<file path="config.mk">
export PLATFORM = sky130hd
export DESIGN_NAME = acs_top
export DESIGN_NICKNAME = d
export VERILOG_FILES = /design/src/include/acs_pkg.sv /design/src/include/acs_conv_if.sv /design/src/rtl/acs_top.sv /design/src/rtl/acs_clkdiv.sv
export SDC_FILE = /design/constraint.sdc
export NUM_CORES = 1
export LEC_CHECK = 0
export ABC_AREA = 1
export BUFFER_PORTS_ARGS = -buffer_cell sky130_fd_sc_hd__buf_2
export CORE_UTILIZATION = 38
export CTS_BUF_LIST = sky130_fd_sc_hd__clkbuf_8
export CTS_CLUSTER_DIAMETER = 200
export CTS_CLUSTER_SIZE = 28
export DETAILED_ROUTE_END_ITERATION = 16
export GPL_TIMING_DRIVEN = 0
export PLACE_DENSITY = 0.68
export SLEW_MARGIN = 20
export SYNTH_ARGS = -nofsm -noshare
export SYNTH_HDL_FRONTEND = slang
export SYNTH_SLANG_ARGS = --single-unit
</file>
<file path="constraint.sdc">
create_clock -name sys_clk -period 2.3 [get_ports sys_clk]
set_clock_uncertainty 0.05 [all_clocks]
set_input_delay 0.46 -clock sys_clk [delete_from_list [all_inputs] [get_ports sys_clk]]
set_output_delay 0.46 -clock sys_clk [all_outputs]
set_load 0.01 [all_outputs]
</file>
<file path="src/include/acs_pkg.sv">
// Constants and types shared by the converter sequencer files.
package acs_pkg;
  localparam logic [7:0] ADDR_STATUS = 8'h38;
  localparam logic [7:0] ADDR_RESULT = 8'h3C;
  localparam logic [7:0] ADDR_CLKCFG = 8'h40;
  localparam logic [7:0] ADDR_PORT_DATA = 8'h44;
  localparam logic [7:0] ADDR_PORT_DIR = 8'h48;
  localparam logic [7:0] ADDR_PORT_PIN = 8'h4C;
  localparam int NUM_CH = 12;
  localparam logic [4:0] CH_OFF = 5'h1F;
  localparam logic [4:0] CH_REFH = 5'h1D;
  localparam logic [4:0] CH_REFL = 5'h1E;
  localparam int FLAG_BIT = 7;
  localparam int IEN_BIT = 6;
  localparam int CONT_BIT = 5;
  localparam int CLKSEL_BIT = 4;
  localparam int PRESC_LSB = 5;
  localparam logic [4:0] CHAN_RST = 5'h1F;
  localparam logic [2:0] PRESC_RST = 3'h0;
  localparam logic CLKSEL_RST = 1'b0;
  localparam logic [3:0] LAST_TICK = 4'hF;
  localparam logic [3:0] MSB_TICK = 4'h7;
  localparam logic [3:0] FIRST_BIT_TICK = 4'h8;
  localparam logic [7:0] SAR_MSB = 8'h80;
  typedef enum logic [2:0] {
    ST_IDLE = 3'b001,
    ST_ARMED = 3'b010,
    ST_CONV = 3'b100
  } acs_state_e;
endpackage : acs_pkg

</file>
<file path="src/include/acs_conv_if.sv">
// Clock source and prescale handed to the converter clock divider.
`timescale 1ns/1ps
interface acs_conv_if;
  logic src_tick;
  logic [2:0] prescale;
  logic tick;
  modport divider(input src_tick, input prescale, output tick);
  modport sequencer(output src_tick, output prescale, input tick);
endinterface : acs_conv_if

</file>
<file path="src/rtl/acs_top.sv">
// Converter sequencer with APB registers and shared port pin control.
//
// Implementation choice: the APB interface to the registers.
`timescale 1ns/1ps
module acs_top
  import acs_pkg::*;
(
  input wire logic sys_clk,
  input wire logic srst,
  input wire logic psel,
  input wire logic penable,
  input wire logic pwrite,
  input wire logic [7:0] paddr,
  input wire logic [31:0] pwdata,
  output logic [31:0] prdata,
  output logic pready,
  output logic pslverr,
  input wire logic stop_mode,
  input wire logic crystal_reference_clock,
  input wire logic comparator_in,
  input wire logic [NUM_CH-1:0] port_pin_in,
  output logic [NUM_CH-1:0] port_pin_out,
  output logic [NUM_CH-1:0] port_pin_oe,
  output logic [4:0] selected_analog_input,
  output logic converter_power,
  output logic [7:0] dac_code,
  output logic conversion_irq
);
  acs_conv_if cif();

  logic [1:0] xclk_sync;
  logic xclk_prev;
  logic [1:0] comp_sync;
  logic [NUM_CH-1:0] pin_meta;
  logic [NUM_CH-1:0] pin_sync;
  logic [4:0] channel_select_field;
  logic done_irq_enable;
  logic continuous_convert_bit;
  logic conversion_done_flag;
  logic [7:0] result;
  logic [2:0] converter_clock_prescale;
  logic converter_clock_select_reg;
  logic [NUM_CH-1:0] port_data;
  logic [NUM_CH-1:0] port_dir;
  acs_state_e state;
  acs_state_e next_state;
  logic [3:0] tick_cnt;
  logic [7:0] sar;
  logic stop_q;
  logic [4:0] ticks_seen;

  function automatic logic [NUM_CH-1:0] chan_onehot(input logic [4:0] ch);
    logic [NUM_CH-1:0] v;
    v = '0;
    for (int i = 0; i < NUM_CH; i++) begin
      if (ch == 5'(i)) begin
        v[i] = 1'b1;
      end
    end
    return v;
  endfunction : chan_onehot

  // Keep the trial bit when the input is at or above it, then try the next.
  function automatic logic [7:0] sar_step(input logic [7:0] code, input logic [3:0] cnt,
                                          input logic keep);
    logic [2:0] b;
    logic [7:0] r;
    b = 3'(LAST_TICK - cnt);
    r = keep ? code : code & ~(8'h01 << b);
    if (b != 3'h0) begin
      r = r | (8'h01 << (b - 3'h1));
    end
    return r;
  endfunction : sar_step

  // Bus access decode.
  logic apb_done;
  logic wr_en;
  logic rd_en;
  logic wr_status;
  logic wr_clkcfg;
  logic wr_pdata;
  logic wr_pdir;
  logic rd_result;
  logic addr_hit;
  logic [NUM_CH-1:0] chan_sel;
  logic [NUM_CH-1:0] pin_read;
  logic [7:0] status_read;
  logic [31:0] rd_word;

  assign apb_done = psel & penable & pready;
  assign wr_en = apb_done & pwrite;
  assign rd_en = apb_done & ~pwrite;
  assign wr_status = wr_en & (paddr == ADDR_STATUS);
  assign wr_clkcfg = wr_en & (paddr == ADDR_CLKCFG);
  assign wr_pdata = wr_en & (paddr == ADDR_PORT_DATA);
  assign wr_pdir = wr_en & (paddr == ADDR_PORT_DIR);
  assign rd_result = rd_en & (paddr == ADDR_RESULT);
  assign addr_hit = (paddr == ADDR_STATUS) | (paddr == ADDR_RESULT) |
                    (paddr == ADDR_CLKCFG) | (paddr == ADDR_PORT_DATA) |
                    (paddr == ADDR_PORT_DIR) | (paddr == ADDR_PORT_PIN);

  assign chan_sel = chan_onehot(channel_select_field);
  // A pin taken by the converter reads as its latch when output, else zero.
  assign pin_read = (port_dir & port_data) | (~port_dir & ~chan_sel & pin_sync);
  assign status_read = {conversion_done_flag & ~done_irq_enable, done_irq_enable,
                        continuous_convert_bit, channel_select_field};
  assign rd_word = (paddr == ADDR_STATUS) ? {24'h0, status_read} :
                   (paddr == ADDR_RESULT) ? {24'h0, result} :
                   (paddr == ADDR_CLKCFG) ? {24'h0, converter_clock_prescale,
                                             converter_clock_select_reg, 4'h0} :
                   (paddr == ADDR_PORT_DATA) ? {20'h0, port_data} :
                   (paddr == ADDR_PORT_DIR) ? {20'h0, port_dir} :
                   (paddr == ADDR_PORT_PIN) ? {20'h0, pin_read} : 32'h0;

  // One wait state, so read data and the answer both come from flip-flops.
  always_ff @(posedge sys_clk) begin
    if (srst) begin
      pready <= 1'b0;
      pslverr <= 1'b0;
      prdata <= 32'h0;
    end else begin
      pready <= psel & penable & ~pready;
      pslverr <= psel & penable & ~pready & ~addr_hit;
      prdata <= (psel & penable & ~pready) ? rd_word : 32'h0;
    end
  end

  // Input synchronisers for the crystal clock, comparator and pins.
  always_ff @(posedge sys_clk) begin
    if (srst) begin
      xclk_sync <= 2'h0;
      xclk_prev <= 1'b0;
      comp_sync <= 2'h0;
      pin_meta <= '0;
      pin_sync <= '0;
    end else begin
      xclk_sync <= {xclk_sync[0], crystal_reference_clock};
      xclk_prev <= xclk_sync[1];
      comp_sync <= {comp_sync[0], comparator_in};
      pin_meta <= port_pin_in;
      pin_sync <= pin_meta;
    end
  end

  assign cif.src_tick = converter_clock_select_reg ? 1'b1 : (xclk_sync[1] & ~xclk_prev);
  assign cif.prescale = converter_clock_prescale;

  acs_clkdiv u_clkdiv (
    .sys_clk(sys_clk),
    .srst(srst),
    .cif(cif)
  );

  // Conversion sequencing.
  logic tick;
  logic chan_off;
  logic next_ien;
  logic start_tick;
  logic conv_end;
  logic [7:0] sar_next;

  assign tick = cif.tick;
  assign chan_off = (channel_select_field == CH_OFF);
  assign next_ien = wr_status ? pwdata[IEN_BIT] : done_irq_enable;
  assign start_tick = (state == ST_ARMED) & tick;
  assign conv_end = (state == ST_CONV) & tick & (tick_cnt == LAST_TICK);
  // Codes saturate; the sync lag needs a converter clock of sys_clk/4 or slower.
  assign sar_next = sar_step(sar, tick_cnt, comp_sync[1]);

  always_comb begin
    next_state = state;
    case (state)
      ST_IDLE: next_state = ST_IDLE;
      ST_ARMED: next_state = tick ? ST_CONV : ST_ARMED;
      ST_CONV: begin
        if (conv_end) begin
          next_state = continuous_convert_bit ? ST_ARMED : ST_IDLE;
        end
      end
      default: next_state = ST_IDLE;
    endcase
    if (stop_q & ~stop_mode & ~chan_off & continuous_convert_bit) begin
      next_state = ST_ARMED;
    end
    if (wr_status) begin
      next_state = (pwdata[4:0] == CH_OFF) ? ST_IDLE : ST_ARMED;
    end
    if (stop_mode) begin
      next_state = ST_IDLE;
    end
  end

  always_ff @(posedge sys_clk) begin
    if (srst) begin
      state <= ST_IDLE;
      stop_q <= 1'b0;
      tick_cnt <= 4'h0;
      sar <= 8'h0;
      result <= 8'h0;
    end else begin
      state <= next_state;
      stop_q <= stop_mode;
      if (start_tick) begin
        tick_cnt <= 4'h1;
        sar <= 8'h0;
      end else if ((state == ST_CONV) & tick) begin
        tick_cnt <= tick_cnt + 4'h1;
        if (tick_cnt == MSB_TICK) begin
          sar <= SAR_MSB;
        end else if (tick_cnt >= FIRST_BIT_TICK) begin
          sar <= sar_next;
        end
      end
      if (conv_end) begin
        result <= sar_next;
      end
    end
  end

  // Registers written by software; reset clears the enable and flag.
  always_ff @(posedge sys_clk) begin
    if (srst) begin
      channel_select_field <= CHAN_RST;
      done_irq_enable <= 1'b0;
      continuous_convert_bit <= 1'b0;
      converter_clock_prescale <= PRESC_RST;
      converter_clock_select_reg <= CLKSEL_RST;
      port_data <= '0;
      port_dir <= '0;
    end else begin
      if (wr_status) begin
        channel_select_field <= pwdata[4:0];
        done_irq_enable <= pwdata[IEN_BIT];
        continuous_convert_bit <= pwdata[CONT_BIT];
      end
      if (wr_clkcfg) begin
        converter_clock_prescale <= pwdata[PRESC_LSB +: 3];
        converter_clock_select_reg <= pwdata[CLKSEL_BIT];
      end
      if (wr_pdata) begin
        port_data <= pwdata[NUM_CH-1:0];
      end
      if (wr_pdir) begin
        port_dir <= pwdata[NUM_CH-1:0];
      end
    end
  end

  // Completion flag and interrupt; a completion in the clearing cycle wins.
  always_ff @(posedge sys_clk) begin
    if (srst) begin
      conversion_done_flag <= 1'b0;
      conversion_irq <= 1'b0;
    end else begin
      if (conv_end & ~next_ien) begin
        conversion_done_flag <= 1'b1;
      end else if (wr_status | rd_result) begin
        conversion_done_flag <= 1'b0;
      end
      // The level also serves as the wake request while the core waits.
      if (conv_end & next_ien) begin
        conversion_irq <= 1'b1;
      end else if (wr_status | rd_result | ~done_irq_enable) begin
        conversion_irq <= 1'b0;
      end
    end
  end

  // Pin drivers and analog side outputs.
  always_ff @(posedge sys_clk) begin
    if (srst) begin
      port_pin_out <= '0;
      port_pin_oe <= '0;
      selected_analog_input <= CHAN_RST;
      converter_power <= 1'b0;
      dac_code <= 8'h0;
    end else begin
      port_pin_out <= port_data & ~chan_sel;
      port_pin_oe <= port_dir & ~chan_sel;
      selected_analog_input <= channel_select_field;
      converter_power <= ~chan_off & ~stop_mode;
      dac_code <= sar;
    end
  end

  // Helper count of converter clocks seen in the current conversion.
  always_ff @(posedge sys_clk) begin
    if (srst) begin
      ticks_seen <= 5'h0;
    end else if (start_tick) begin
      ticks_seen <= 5'h1;
    end else if ((state == ST_CONV) & tick) begin
      ticks_seen <= ticks_seen + 5'h1;
    end
  end
endmodule : acs_top

</file>
<file path="src/rtl/acs_clkdiv.sv">
// Divider that makes the converter clock tick from the chosen source.
`timescale 1ns/1ps
module acs_clkdiv
  import acs_pkg::*;
(
  input wire logic sys_clk,
  input wire logic srst,
  acs_conv_if.divider cif
);
  logic [3:0] cnt;
  logic [3:0] last;
  logic wrap;

  function automatic logic [3:0] div_last(input logic [2:0] presc);
    logic [3:0] r;
    r = 4'hF;
    if (!presc[2]) begin
      case (presc[1:0])
        2'h0: r = 4'h0;
        2'h1: r = 4'h1;
        2'h2: r = 4'h3;
        default: r = 4'h7;
      endcase
    end
    return r;
  endfunction : div_last

  // A prescale change mid-count must not strand the counter above the limit.
  assign last = div_last(cif.prescale);
  assign wrap = (cnt >= last);

  always_ff @(posedge sys_clk) begin
    if (srst) begin
      cnt <= 4'h0;
      cif.tick <= 1'b0;
    end else begin
      cif.tick <= cif.src_tick & wrap;
      if (cif.src_tick) begin
        cnt <= wrap ? 4'h0 : cnt + 4'h1;
      end
    end
  end
endmodule : acs_clkdiv

</file>
==> qor.yml <==
p_comb_share_pct: 4.6
yosysTopAreaCellShare_pct: 48.50
place_congestion: 0.9183
wirelength_mm: 15.22
synth_enable_flop_cells: 0
vias: 5249
p_int_mw: 4.020
critPathMaxFanout: 8
leakage_nw: 3.472
synthAdderAreaFrac_pct: 2.681
clockBufferDepth: 2
setup_ws_ns: 0.2727
ys_warn_count: 0
grt_usage_pct: 19.36
finalCritPeriodShare_pct: 88.14
worstSetupStartpointType: "flop"
finish.utilization_pct: 47.60
finalSetupViolations: 0
synthCells: 773
cts_resized: 0
finalPower_mw: 5.130
die_x_um: 128.4
drt_pre_antenna_iters: 5
first_global_vias: 4736
antenna_found_initial: 0
p_clk_share_pct: 45.1
worst_hold_path_type: "in -> reg"
drc: 0
grt-ovfl-total: 0
netlist_area_um2: 6067
wl_per_cell_um: 13.53
tritoncts: "yes"
rsz0062_at_grt: "no"
numCtsBuffers: 17
tightest_slew_ns: 0.8795
synth_seq_cells: 147
synth_area_leaders: "dfxtp_1 (49%), inv_1 (7.9%), nand2_1 (6.8%)"
synth_compound_area_share_pct: 12.87
synth_xor_area_share_pct: 0.4331
synth.avg_cell_area_um2: 7.849
final_net_count: 975
io_buffers: 91
cts_setup_buffers: 0
start_util_pct: 39.47
core_area_um2: 15370
clock-sinks: 147
ant_nets: 0
grt_max_degree: 17
placed_area_um2: 6858
first_iter_violations: 377
placedCellCount: 1094
fin_area_um2: 7317
status: "completed"
async_flop_share_pct: 0
fin_tns_setup_ns: 0
synth.most_common_cell: "dfxtp_1"
min_period_ns: 2.027
syn_to_final_growth_pct: 20.60
synth_common_cells: "dfxtp_1 (147), inv_1 (128), nand2_1 (110), nor2_1 (82), o21ai_0 (70)"
ir_drop_v: 0.0003650
drive_gt1_share_pct: 20.13
final_cells: 1125
swShare_pct: 21.64
synth_top_family_by_area: "simple AND/OR/NAND/NOR gates"
yosys.area.top_type: "dfxtp_1"
die_y_um: 128.4
synthMuxAreaShare_pct: 0
hold_buffers: 0
clk_pin_slew_ns: 0.08
hpwl_mm: 11.31
rows: 45
ios: 133
power_switching_mw: 1.110
slew_violations: 0
clk_latency_ns: 0.46
antennaDiodeCount: 0
pwr-share-seq_pct: 50.4
worstPathRequired_ns: 2.65
pwr_density_cell_nw_per_um2: 701.1
max_slew_margin_pct: 40.91
ys.flop_type: "dfxtp_1"
crit_path_end_kind: "flop"
fmax_mhz: 493.3
pre_cts_ws_ns: 0.1662
ys_seq_area_share_pct: 48.50
reg2reg_setup_slack_ns: 0.27
whs_ns: 0.1482
via_per_inst: 4.666
max_cap_violations: 0
grt_pass1_wl_mm: 23.91
worstSetupPathType: "reg -> reg"
arrival_ns: 2.38
die-area_um2: 16480
yosysUniqueCellTypes: 40
h-tree-depth: 4
cts-root-buf: "clkbuf_8"
post_synth_and_or_nand_nor_area_fraction_pct: 22.62
hold_viol_final: 0
critical path, stage by stage (launching register included):
cell and delay (ns):
dfxtp_1 0.53, inv_1 0.19, ha_1 0.37, inv_1 0.10, nand2_1 0.10, o21ai_0 0.37, o21ai_0 0.16, nor2_1 0.10
layer usage:
metal,share of wire (%),GRT usage [%]
met1,45,24.67
met2,46,30.72
met3,6.1,4.699
met4,2.9,9.481
met5,0,0
cell families after synthesis:
family                     count (synthesis)
and+or+nand+nor                          285
buffers and inverters                    178
DFF                                      147
AOI/OAI and AO/OA                        146
adders and majority gates                 13
xor gates and xnor gates                   3
other                                      1
area by class of cell:
type                            count  area (um^2)
Tap cell                          211        264.0
Clock inverter                     11        183.9
Timing Repair Buffer               91        455.4
Sequential cell                   147         2943
Multi-Input combinational cell    467         2417
Buffer                             43        271.5
Clock buffer                       20        275.3
Fill cell                        1567         8054
Inverter                          135        506.7
worst paths after layout:
kind | start | endpoint | depth (start not counted)
worst min-delay path | comparator_in | comp_sync[0]$_SDFF_PP0_ | 3
worst min register to register | pin_meta[7]$_SDFF_PP0_ | pin_sync[7]$_SDFF_PP0_ | 2
worst max-delay path | tick_cnt[2]$_SDFFE_PP0P_ | result[0]$_SDFFE_PP0P_ | 7
worst max register to register | tick_cnt[2]$_SDFFE_PP0P_ | result[0]$_SDFFE_PP0P_ | 7
power by group through the flow:
stage	combinational (mW)	sequential (mW)	clock, mW
final	0.234	2.58	2.31
after global routing	0.261	2.59	2.45
after CTS	0.233	2.58	2.35
after detailed placement	0.232	2.64	0
after global placement	0.230	2.64	0
after floorplan	0.146	2.64	0
cells in the final DEF (no fill, tap or decap), types with 3 or more instances in the layout:
cell type	count
a211oi_1	3
a21oi_1	54
buf_1	3
buf_2	97
buf_4	21
buf_6	3
bufinv_16	5
clkbuf_1	9
clkbuf_8	20
conb_1	20
dfxtp_1	147
ha_1	13
inv_1	130
inv_2	5
nand2_1	110
nand2_2	3
nand2_4	3
nand3_1	26
nand3_2	4
nand4_1	8
nor2_1	82
nor2_2	4
nor2_4	3
nor3_1	28
nor3_4	3
o2111ai_1	3
o211ai_1	6
o21ai_0	70
o21ai_1	4
o31ai_1	4
xor2_1	3
(Power assumes the default switching activity.)
